[config.mk]
export PLATFORM = sky130hd
export DESIGN_NAME = csel_clock_select
export DESIGN_NICKNAME = d
export VERILOG_FILES = /design/src/csel_pkg.sv /design/src/csel_clock_select.sv /design/src/csel_sync.sv /design/src/csel_delay.sv
export SDC_FILE = /design/constraint.sdc
export NUM_CORES = 1
export LEC_CHECK = 0
export BUFFER_PORTS_ARGS = -buffer_cell sky130_fd_sc_hd__buf_2
export CAP_MARGIN = 20
export CORE_ASPECT_RATIO = 1.5
export CORE_MARGIN = 8
export CORE_UTILIZATION = 25
export DETAILED_ROUTE_END_ITERATION = 16
export SETUP_SLACK_MARGIN = 0.4
export SLEW_MARGIN = 20
export SYNTH_ARGS = -nofsm -noshare
export SYNTH_HDL_FRONTEND = slang
export SYNTH_SLANG_ARGS = --single-unit
export TNS_END_PERCENT = 1
[constraint.sdc]
create_clock -name i_ref_clk -period 2.7 [get_ports i_ref_clk]
set_input_delay 0.54 -clock i_ref_clk [delete_from_list [all_inputs] [get_ports i_ref_clk]]
set_output_delay 0.54 -clock i_ref_clk [all_outputs]
set_load 0.02 [all_outputs]
[src/csel_pkg.sv]
package csel_pkg;

  localparam int unsigned REF_CLK_HZ        = 20_000_000;
  localparam int unsigned REF_CLK_PERIOD_NS = 50;

  // start-up delays of the internal oscillators and the pll, the external stop limit and the timer width
  localparam int unsigned HF_STARTUP_NS     = 2000;
  localparam int unsigned HF_STARTUP_CYCLES =
    (HF_STARTUP_NS + REF_CLK_PERIOD_NS - 1) / REF_CLK_PERIOD_NS;
  localparam int unsigned LF_OSC_HZ         = 31_000;
  localparam int unsigned LF_STARTUP_CYCLES = (REF_CLK_HZ + LF_OSC_HZ - 1) / LF_OSC_HZ;
  localparam int unsigned PLL_LOCK_US       = 2000;
  localparam int unsigned PLL_LOCK_CYCLES   = PLL_LOCK_US * (REF_CLK_HZ / 1_000_000);
  localparam int unsigned EXT_STOP_CYCLES   = 64;
  localparam int unsigned TIMER_W           = 16;

  // register map
  localparam int unsigned ADDR_W     = 2;
  localparam int unsigned DATA_W     = 8;
  localparam logic [1:0]  OFF_CONTROL = 2'h0;
  localparam logic [1:0]  OFF_STATUS  = 2'h1;
  localparam logic [1:0]  OFF_ACTIVE  = 2'h2;

  // control register fields
  localparam int unsigned CTL_PLL_BIT  = 7;
  localparam int unsigned CTL_FREQ_LSB = 3;
  localparam int unsigned CTL_RSEL_LSB = 0;
  localparam logic [3:0]  FREQ_RESET   = 4'h7;
  localparam logic [1:0]  RSEL_RESET   = 2'h0;
  localparam logic        PLL_RESET    = 1'h0;
  localparam logic [3:0]  FREQ_PLL_BASE = 4'he;

  // status register fields
  localparam int unsigned ST_PLL_READY = 6;
  localparam int unsigned ST_HF_READY  = 4;
  localparam int unsigned ST_LF_READY  = 1;
  localparam int unsigned ST_HF_STABLE = 0;

  // configuration source codes
  localparam logic [1:0] CFG_INTERNAL  = 2'h0;
  localparam logic [1:0] CFG_EXT_LOW   = 2'h1;
  localparam logic [1:0] CFG_EXT_MED   = 2'h2;
  localparam logic [1:0] CFG_EXT_HIGH  = 2'h3;

  localparam logic [3:0] DIV_PLL_BASE  = 4'h1;
  localparam logic [3:0] DIV_NONE      = 4'h0;

  typedef enum logic [1:0] {
    SRC_EXT = 2'h0,
    SRC_HF  = 2'h1,
    SRC_LF  = 2'h2,
    SRC_PLL = 2'h3
  } csel_src_type;

  typedef struct packed {
    csel_src_type src;
    logic [3:0]   div_log2;
  } csel_sel_type;

  typedef struct packed {
    logic       clock_out_enable_n;
    logic       power_up_timer_enable_n;
    logic [1:0] wdt_enable;
    logic [1:0] cfg_clock_source;
  } csel_cfg_type;

  typedef struct packed {
    logic pll_locked;
    logic hf_running;
    logic hf_in_band;
    logic lf_running;
  } csel_osc_type;

  // log2 of the postscaler ratio off the 16 MHz oscillator
  function automatic logic [3:0] freq_div_log2(input logic [3:0] code);
    logic [3:0] d;
    d = DIV_NONE;
    if (code[3])
      d = 4'hf - code;
    else if (code[2])
      d = 4'hc - code;
    else if (code[1])
      d = 4'h9;
    return d;
  endfunction : freq_div_log2

endpackage : csel_pkg

[src/csel_clock_select.sv]
// Chosen here: the plain strobed port and the placing of the registers.
`timescale 1ns/1ps
module csel_clock_select
  import csel_pkg::*;
#(
  parameter int unsigned PLL_LOCK_CNT = csel_pkg::PLL_LOCK_CYCLES,
  parameter int unsigned EXT_STOP_CNT = csel_pkg::EXT_STOP_CYCLES
) (
  input  wire logic                        i_ref_clk,
  input  wire logic                        i_rst_n,
  input  wire csel_pkg::csel_cfg_type      i_cfg,
  input  wire logic [csel_pkg::ADDR_W-1:0] i_addr,
  input  wire logic [csel_pkg::DATA_W-1:0] i_wdata,
  input  wire logic                        i_wr,
  input  wire logic                        i_rd,
  input  wire csel_pkg::csel_osc_type      i_osc,
  input  wire logic                        i_sys_clk_lvl,
  input  wire logic                        i_clock_input_pin_lvl,
  output logic [csel_pkg::DATA_W-1:0]      o_rdata,
  output csel_pkg::csel_sel_type           o_sel,
  output logic                             o_hf_osc_en,
  output logic                             o_lf_osc_en,
  output logic                             o_pll_en,
  output logic                             o_cpu_run,
  output logic                             o_clock_input_pin_gpio,
  output logic                             o_clock_output_pin_en,
  output logic                             o_switch_busy
);
  import csel_pkg::*;
  typedef enum logic [1:0] {
    ST_IDLE    = 2'b00,
    ST_STARTUP = 2'b01,
    ST_WAITF   = 2'b11,
    ST_COMMIT  = 2'b10
  } csel_state_type;
  localparam logic [TIMER_W-1:0] HF_LOAD  = TIMER_W'(HF_STARTUP_CYCLES);
  localparam logic [TIMER_W-1:0] LF_LOAD  = TIMER_W'(LF_STARTUP_CYCLES);
  localparam logic [TIMER_W-1:0] PLL_LOAD = TIMER_W'(PLL_LOCK_CNT);
  localparam logic [7:0]         EXT_MAX  = 8'(EXT_STOP_CNT);
  // synchronised pin levels
  csel_osc_type osc_s;
  logic         sys_clk_s;
  logic         clock_input_pin_s;
  logic [5:0]   async_in;
  logic [5:0]   sync_out;
  assign async_in = {i_osc, i_sys_clk_lvl, i_clock_input_pin_lvl};
  assign osc_s    = csel_osc_type'(sync_out[5:2]);
  assign sys_clk_s = sync_out[1];
  assign clock_input_pin_s   = sync_out[0];
  csel_sync #(.W(6)) u_sync (
    .i_ref_clk (i_ref_clk),
    .i_rst_n   (i_rst_n),
    .i_async   (async_in),
    .o_sync    (sync_out)
  );

  // configuration captured while reset is held
  csel_cfg_type cfg_r;
  always_ff @(posedge i_ref_clk)
  begin
    if (!i_rst_n)
      cfg_r <= i_cfg;
  end

  // control register
  logic       pll_soft_enable_r;
  logic       pll_soft_enable_nxt;
  logic [3:0] internal_freq_select_r;
  logic [3:0] internal_freq_select_nxt;
  logic [1:0] runtime_source_select_r;
  logic [1:0] runtime_source_select_nxt;
  always_comb
  begin
    pll_soft_enable_nxt       = pll_soft_enable_r;
    internal_freq_select_nxt  = internal_freq_select_r;
    runtime_source_select_nxt = runtime_source_select_r;
    if (i_wr && i_addr == OFF_CONTROL)
    begin
      pll_soft_enable_nxt       = i_wdata[CTL_PLL_BIT];
      internal_freq_select_nxt  = i_wdata[CTL_FREQ_LSB +: 4];
      runtime_source_select_nxt = i_wdata[CTL_RSEL_LSB +: 2];
    end
  end
  always_ff @(posedge i_ref_clk)
  begin
    if (!i_rst_n)
    begin
      pll_soft_enable_r       <= PLL_RESET;
      internal_freq_select_r  <= FREQ_RESET;
      runtime_source_select_r <= RSEL_RESET;
    end
    else
    begin
      pll_soft_enable_r       <= pll_soft_enable_nxt;
      internal_freq_select_r  <= internal_freq_select_nxt;
      runtime_source_select_r <= runtime_source_select_nxt;
    end
  end

  // requested selection, decoded from configuration and control
  logic         int_sel;
  logic         pll_ok;
  csel_sel_type tgt;
  // reserved run-time code 01 behaves like 00, except that only 00 lets the pll be chosen
  assign int_sel = runtime_source_select_r[1] ||
                   (cfg_r.cfg_clock_source == CFG_INTERNAL);
  assign pll_ok  = (cfg_r.cfg_clock_source == CFG_INTERNAL) &&
                   (runtime_source_select_r == RSEL_RESET) &&
                   (internal_freq_select_r == FREQ_PLL_BASE) &&
                   pll_soft_enable_r;
  always_comb
  begin
    tgt = '{src: SRC_HF, div_log2: freq_div_log2(internal_freq_select_r)};
    if (!int_sel)
      tgt = '{src: SRC_EXT, div_log2: DIV_NONE};
    else if (internal_freq_select_r[3:1] == 3'h0)
      tgt = '{src: SRC_LF, div_log2: DIV_NONE};
    else if (pll_ok)
      tgt = '{src: SRC_PLL, div_log2: DIV_PLL_BASE};
  end

  // live oscillator readiness
  logic pll_time_done;
  logic pll_ready;
  csel_delay #(.W(TIMER_W)) u_pll_timer (
    .i_ref_clk (i_ref_clk),
    .i_rst_n   (i_rst_n),
    .i_load    (!o_pll_en),
    .i_count   (PLL_LOAD),
    .o_done    (pll_time_done)
  );
  assign pll_ready = osc_s.pll_locked && pll_time_done && o_pll_en;
  function automatic logic src_ready(input csel_src_type s, input csel_osc_type o,
                                     input logic pll_rdy);
    logic r;
    r = 1'b1;
    unique case (s)
      SRC_EXT: r = 1'b1;
      SRC_HF:  r = o.hf_running;
      SRC_LF:  r = o.lf_running;
      SRC_PLL: r = pll_rdy;
    endcase
    return r;
  endfunction : src_ready
  function automatic logic needs_hf(input csel_src_type s);
    return (s == SRC_HF) || (s == SRC_PLL);
  endfunction : needs_hf

  // switch sequencer
  csel_state_type state_r;
  csel_state_type state_nxt;
  csel_sel_type   cur_r;
  csel_sel_type   cur_nxt;
  csel_sel_type   pend_r;
  csel_sel_type   pend_nxt;
  logic           sys_prev_r;
  logic           sys_fall;
  logic           tmr_load;
  logic [TIMER_W-1:0] tmr_count;
  logic           tmr_done;
  assign sys_fall = sys_prev_r && !sys_clk_s;
  always_comb
  begin
    state_nxt = state_r;
    cur_nxt   = cur_r;
    pend_nxt  = pend_r;
    tmr_load  = 1'b0;
    tmr_count = HF_LOAD;
    unique case (state_r)
      ST_IDLE:
      begin
        if (tgt != cur_r)
        begin
          pend_nxt = tgt;
          // an already running oscillator needs no start-up
          if (src_ready(tgt.src, osc_s, pll_ready))
            state_nxt = ST_WAITF;
          else
          begin
            tmr_load  = 1'b1;
            tmr_count = (tgt.src == SRC_LF) ? LF_LOAD : HF_LOAD;
            state_nxt = ST_STARTUP;
          end
        end
      end
      ST_STARTUP:
      begin
        if (tmr_done && src_ready(pend_r.src, osc_s, pll_ready))
          state_nxt = ST_WAITF;
      end
      ST_WAITF:
      begin
        // switch only while the old clock is low, so no runt phase
        if (sys_fall)
          state_nxt = ST_COMMIT;
      end
      ST_COMMIT:
      begin
        cur_nxt   = pend_r;
        state_nxt = ST_IDLE;
      end
    endcase
  end
  csel_delay #(.W(TIMER_W)) u_start_timer (
    .i_ref_clk (i_ref_clk),
    .i_rst_n   (i_rst_n),
    .i_load    (tmr_load),
    .i_count   (tmr_count),
    .o_done    (tmr_done)
  );
  always_ff @(posedge i_ref_clk)
  begin
    if (!i_rst_n)
    begin
      state_r    <= ST_IDLE;
      // reset lands straight on the configured source
      cur_r      <= (i_cfg.cfg_clock_source == CFG_INTERNAL) ?
                    '{src: SRC_HF, div_log2: freq_div_log2(FREQ_RESET)} :
                    '{src: SRC_EXT, div_log2: DIV_NONE};
      pend_r     <= '{src: SRC_EXT, div_log2: DIV_NONE};
      sys_prev_r <= 1'b0;
    end
    else
    begin
      state_r    <= state_nxt;
      cur_r      <= cur_nxt;
      pend_r     <= pend_nxt;
      sys_prev_r <= sys_clk_s;
    end
  end

  // external clock stop detection
  logic [7:0] ext_idle_r;
  logic [7:0] ext_idle_nxt;
  logic       clock_input_pin_prev_r;
  logic       ext_stopped;
  assign ext_stopped = (ext_idle_r == EXT_MAX);
  always_comb
  begin
    ext_idle_nxt = ext_idle_r;
    if (clock_input_pin_s != clock_input_pin_prev_r)
      ext_idle_nxt = 8'h0;
    else if (!ext_stopped)
      ext_idle_nxt = ext_idle_r + 8'h1;
  end

  always_ff @(posedge i_ref_clk)
  begin
    if (!i_rst_n)
    begin
      ext_idle_r   <= 8'h0;
      clock_input_pin_prev_r <= 1'b0;
    end
    else
    begin
      ext_idle_r   <= ext_idle_nxt;
      clock_input_pin_prev_r <= clock_input_pin_s;
    end
  end

  // oscillator enables and pin functions
  logic busy;
  logic hf_en_nxt;
  logic lf_en_nxt;
  logic pll_en_nxt;
  logic run_nxt;
  assign busy = (state_r != ST_IDLE);
  always_comb
  begin
    // keep the old source alive until the switch completes
    hf_en_nxt  = (int_sel && needs_hf(tgt.src)) || needs_hf(cur_r.src) ||
                 (busy && needs_hf(pend_r.src));
    lf_en_nxt  = (int_sel && tgt.src == SRC_LF) || cur_r.src == SRC_LF ||
                 (busy && pend_r.src == SRC_LF) ||
                 !cfg_r.power_up_timer_enable_n || (cfg_r.wdt_enable != 2'h0);
    pll_en_nxt = (tgt.src == SRC_PLL) || (cur_r.src == SRC_PLL) ||
                 (busy && pend_r.src == SRC_PLL);
    if (cur_r.src == SRC_EXT)
      run_nxt = !ext_stopped;
    else
      run_nxt = src_ready(cur_r.src, osc_s, pll_ready);
  end
  always_ff @(posedge i_ref_clk)
  begin
    if (!i_rst_n)
    begin
      o_hf_osc_en   <= 1'b0;
      o_lf_osc_en   <= 1'b0;
      o_pll_en      <= 1'b0;
      o_cpu_run     <= 1'b0;
      o_clock_input_pin_gpio  <= 1'b0;
      o_clock_output_pin_en   <= 1'b0;
      o_switch_busy <= 1'b0;
      o_sel         <= '{src: SRC_EXT, div_log2: DIV_NONE};
    end
    else
    begin
      o_hf_osc_en   <= hf_en_nxt;
      o_lf_osc_en   <= lf_en_nxt;
      o_pll_en      <= pll_en_nxt;
      o_cpu_run     <= run_nxt;
      o_clock_input_pin_gpio  <= (cfg_r.cfg_clock_source == CFG_INTERNAL);
      o_clock_output_pin_en   <= !cfg_r.clock_out_enable_n;
      o_switch_busy <= busy;
      o_sel         <= cur_r;
    end
  end

  // register read port
  logic [DATA_W-1:0] rdata_nxt;
  logic [DATA_W-1:0] status_word;
  always_comb
  begin
    status_word               = '0;
    status_word[ST_PLL_READY] = pll_ready;
    status_word[ST_HF_READY]  = osc_s.hf_running && o_hf_osc_en;
    status_word[ST_LF_READY]  = osc_s.lf_running && o_lf_osc_en;
    status_word[ST_HF_STABLE] = osc_s.hf_in_band && o_hf_osc_en;
    rdata_nxt = '0;
    if (i_rd)
    begin
      unique case (i_addr)
        OFF_CONTROL: rdata_nxt = {pll_soft_enable_r, internal_freq_select_r, 1'b0,
                                  runtime_source_select_r};
        OFF_STATUS:  rdata_nxt = status_word;
        OFF_ACTIVE:  rdata_nxt = {busy, !o_cpu_run, cur_r.src, cur_r.div_log2};
        default:     rdata_nxt = '0;
      endcase
    end
  end
  always_ff @(posedge i_ref_clk)
  begin
    if (!i_rst_n)
      o_rdata <= '0;
    else
      o_rdata <= rdata_nxt;
  end
endmodule : csel_clock_select

[src/csel_sync.sv]
`timescale 1ns/1ps
module csel_sync #(
  parameter int unsigned W = 1
) (
  input  wire logic         i_ref_clk,
  input  wire logic         i_rst_n,
  input  wire logic [W-1:0] i_async,
  output logic      [W-1:0] o_sync
);
  logic [W-1:0] meta_r;
  logic [W-1:0] sync_r;

  always_ff @(posedge i_ref_clk)
  begin
    if (!i_rst_n)
    begin
      meta_r <= '0;
      sync_r <= '0;
    end
    else
    begin
      meta_r <= i_async;
      sync_r <= meta_r;
    end
  end

  assign o_sync = sync_r;

endmodule : csel_sync

[src/csel_delay.sv]
`timescale 1ns/1ps
module csel_delay #(
  parameter int unsigned W = 16
) (
  input  wire logic         i_ref_clk,
  input  wire logic         i_rst_n,
  input  wire logic         i_load,
  input  wire logic [W-1:0] i_count,
  output logic              o_done
);
  logic [W-1:0] cnt_r;
  logic [W-1:0] cnt_nxt;

  always_comb
  begin
    cnt_nxt = cnt_r;
    if (i_load)
      cnt_nxt = i_count;
    else if (cnt_r != '0)
      cnt_nxt = cnt_r - W'(1);
  end

  always_ff @(posedge i_ref_clk)
  begin
    if (!i_rst_n)
      cnt_r <= '0;
    else
      cnt_r <= cnt_nxt;
  end

  assign o_done = (cnt_r == '0) && !i_load;

endmodule : csel_delay

==> results.md <==
- The run finished with clean final reports.
- The xor-xnor portion of the synthesized cell area is 6.30%.
- The overall power is 4.59 mW.
- Pin placement for this block handled 47 I/O pins.
- The peak supply drop is 0.000432 V.
- The clock tree root driver cell is clkbuf_16.
- For the finished layout, the period the worst path requires is 2.29 ns.
- The dominant synthesized flop cell is dfxtp_1.
- Max-cap violations in this run came to 0.
- Counting the fill cells in the layout gives 1,887.
- The aggregate negative setup slack is 0 ns.
- The biggest area consumer among synthesized cells is dfxtp_1.
- The endpoint required time on the critical path is 2.97 ns.
- The TritonCTS clock tree is done.
- After synthesis, the largest family of logic cells by area is simple AND/OR/NAND/NOR gates.
- The remaining max-slew budget at the tightest pin is 32.6%.
- For this run, the top clock speed supported by timing is 0.437 GHz.
- The finished layout holds 730 standard cells, fillers aside.
- Measured along the x axis, the die boundary spans 125 um.
- The clock-pin transition on the worst setup and hold timing paths is 0.07 ns.
- The fraction of the mapped netlist area in compound gates is 11.5%.
- The post-detailed-route DRC marker count is 0.
- The final estimated routing congestion in global placement is 0.801.
- In this run, synthesis inferred 12 flip-flops with an integrated enable.
- Ranked by total cell area, the synthesized netlist is headed by dfxtp_1, edfxtp_1, mux2i_1.
- Port buffering added 45 buffers.
- The most common cell in the synthesized netlist is dfxtp_1.
- The detailed router finished its first iteration with 157 violations.
- The kind of end point of the critical path is a flop.
- The floorplan has 60 rows.
- The die covers 0.0224 sq mm.
- The number of sinks driven by the clock tree is 102.
- The data arrival time of the critical path is 2.56 ns.
- The CTS buffer count is 9.
- Setup violations remaining at the end of the flow were counted as 0.
- Summed over all layers, the global routing overflow is 0.
- Entering global routing, the biggest net connects 31 pins.
- After Yosys synthesis, full adders, half adders and majority gates account for 1.97% of the synthesized area.
- The number of cells produced by synthesis is 455.
- The leakage power is 2.13 nW.
- The net count of the finished layout is 541.
- The class of the tightest hold or removal check is in2reg.
- The count of warnings emitted by yosys is 0.
- The number of H-tree branching levels is 3.
- The clock passes through at most 2 buffers.
- Setup repair after global routing could not meet its margin everywhere.
- The worst setup path is of the reg2reg kind.
- The total area inside the core boundary comes to 0.0177 sq mm.
- Relative to the synthesized area, the layout overhead comes to 20.9%.
- The detailed placer's ending HPWL is 7.84 mm.
- The number of slew-limit violations in the final report came to 0.
- OpenSTA, run right after detailed placement, puts the worst setup slack at 0.324 ns.
- The initial antenna violation count is 0.
- The area share of the largest cell type after synthesis is 40.5%.
- The initial core utilization is 25.1%.
- The post-synthesis cell type count is 69.
- Synthesis produced a netlist with a net count of 488.
- The total of flip-flops plus latches after synthesis is 102.
- After Yosys synthesis, and, or, nand and nor cells account for 24.2% of the synthesized area.
- The kind of start point of the critical path is a flop.
- The post-route clock period utilization is 84.8%.
- For this run, asynchronously set or reset flops after synthesis account for 0%.
- By count the netlist is led by dfxtp_1, nor2_1, nand2_1.
- In the synthesized netlist, mux cells make up 4.58% of the area.
- The worst register-to-register path has a setup slack of 0.41 ns.
- After clock tree synthesis, the flow added hold-fix buffers numbering 0.
- Counting tap cells, the placed design contains a total of 712 instances.
- In this run the worst path has a maximum fanout of 8.
- The global-route total usage across every layer is 9.58%.
- The via count normalized by instance count is 4.59.
- For this design the ratio of total power to cell area is 853 mW/mm^2.
- The ratio of cells with drive above 1 in the final layout is 20.7%.
- The via count of the first global-routing pass is 3,365.
- In this run the vertical extent of the chip is 179 um.
- On the final layout, the worst clock skew is 0.00604 ns.
- The wire length reported by the detailed router is 10.6 mm.
- The first global-routing pass estimated 17.4 mm of wire.
- The slew at the pin with the worst max-slew slack is 1.00 ns.
- The minimum hold slack is 0.375 ns.
- A synthesized cell averages 9.78 sq um.
- The mean routed wirelength per cell is 14.5 um.
- The final-report hold violation count is 0.
- The first TritonRoute pass finished after 4 iterations.
- The netlist area before placement is 0.00445 sq mm.
- Summing the sequential cell areas from Yosys gives 48.6% of the chip area.
- Once routing completed, OpenROAD measured the worst setup slack at 0.409 ns.
- At the later pin of the worst-skew pair, clock insertion delay measures 0.34 ns.
- The detailed router placed 3,351 vias in this run.
- In this run the remaining antenna-violating nets after routing total 0.
- 0 antenna diodes ended up in the layout.
==> power breakdown <==
part	internal, mW	total (mW)	switching (mW)
logic	0.524	1.22	0.699
clock network	0.908	1.45	0.547
registers	1.73	1.91	0.181
total	3.16	4.59	1.43
==> worst paths after layout <==
path,start,cells past startpoint,endpoint
hold / removal,i_cfg[5],1,cfg_r[5]
setup / recovery,internal_freq_select_r[0],9,u_start_timer.cnt_r[12]
hold reg to reg,cfg_r[5],1,o_clock_output_pin_en
setup reg to reg,internal_freq_select_r[0],9,u_start_timer.cnt_r[12]
==> cell families (layout without fill, tap and decap cells) <==
kind of cell             Yosys count  after routing
adder cells (fa/ha/maj)            7              7
multiplexers                      20             20
XOR/XNOR                          32             32
flip-flops                       102            102
AND/OR/NAND/NOR                  193            193
AO/OA/AOI/OAI                     72             73
buffers and inverters             29             86
==> flip-flops by register name, indices dropped and copies added, names as in the netlist, 2 cells and up <==
| name | count |
|---|---|
| u_pll_timer.cnt_r | 16 |
| u_start_timer.cnt_r | 16 |
| ext_idle_r | 8 |
| o_rdata | 8 |
| cfg_r | 6 |
| cur_r | 6 |
| o_sel | 6 |
| pend_r | 6 |
| u_sync.meta_r | 6 |
| u_sync.o_sync | 6 |
| internal_freq_select_r | 4 |
| runtime_source_select_r | 2 |
| state_r | 2 |
==> worst max-delay path: stages (launching register included) <==
cell,delay (ns)
dfxtp_2,0.36
inv_1,0.08
ha_1,0.20
and4bb_4,0.23
and3b_1,0.19
o41ai_2,0.26
nand4_1,0.26
buf_4,0.24
o21a_4,0.29
a21oi_4,0.12
==> cell type report <==
type,count,area [sq um],area share [%]
Clock buffer,15,320,5.95
Clock inverter,1,30.0,0.558
Multi-Input combinational cell,325,2220,41.2
Tap cell,217,272,5.05
Sequential cell,102,2170,40.3
Inverter,14,52.6,0.977
Timing Repair Buffer,56,320,5.95
==> repair_timing <==
action,CTS,global route
pin swaps,4,1
buffers inserted,1,0
resized for setup,8,3
gates cloned,1,0
setup endpoints to repair,20,27
==> per-stage QoR <==
| stage | util, % | instance area [sq um] |
|---|---|---|
| 2_1_floorplan | - | 4460 |
| 4_1_cts | 30.3 | 5370 |
| 3_3_place_gp | 28.0 | 4970 |
| 3_5_place_dp | 28.0 | 4970 |
| 5_1_grt | 30.4 | 5380 |
| 6_report | 30.4 | 5380 |
==> routing by layer <==
metal / up-vias / wire length [um] / track usage (%)
li1: 1708 / - / -
met1: 1586 / 4260 / 9.72
met2: 45 / 5840 / 18.4
met3: 12 / 250 / 1.87
met4: 0 / 231 / 4.11
met5: - / 0 / 0
==> layout by cell type (no fill, tap or decap), types with 9 or more instances in the layout <==
cell       instances
a21oi_1           15
and2_1            23
buf_2             45
buf_4             10
clkbuf_16         11
dfxtp_1           85
edfxtp_1          12
inv_1             14
mux2i_1           17
nand2_1           42
nand3_1            9
nor2_1            43
nor3_1            11
o21ai_0           12
xnor2_1           14
xor2_1            18
Power figures use the tool's default switching activity.
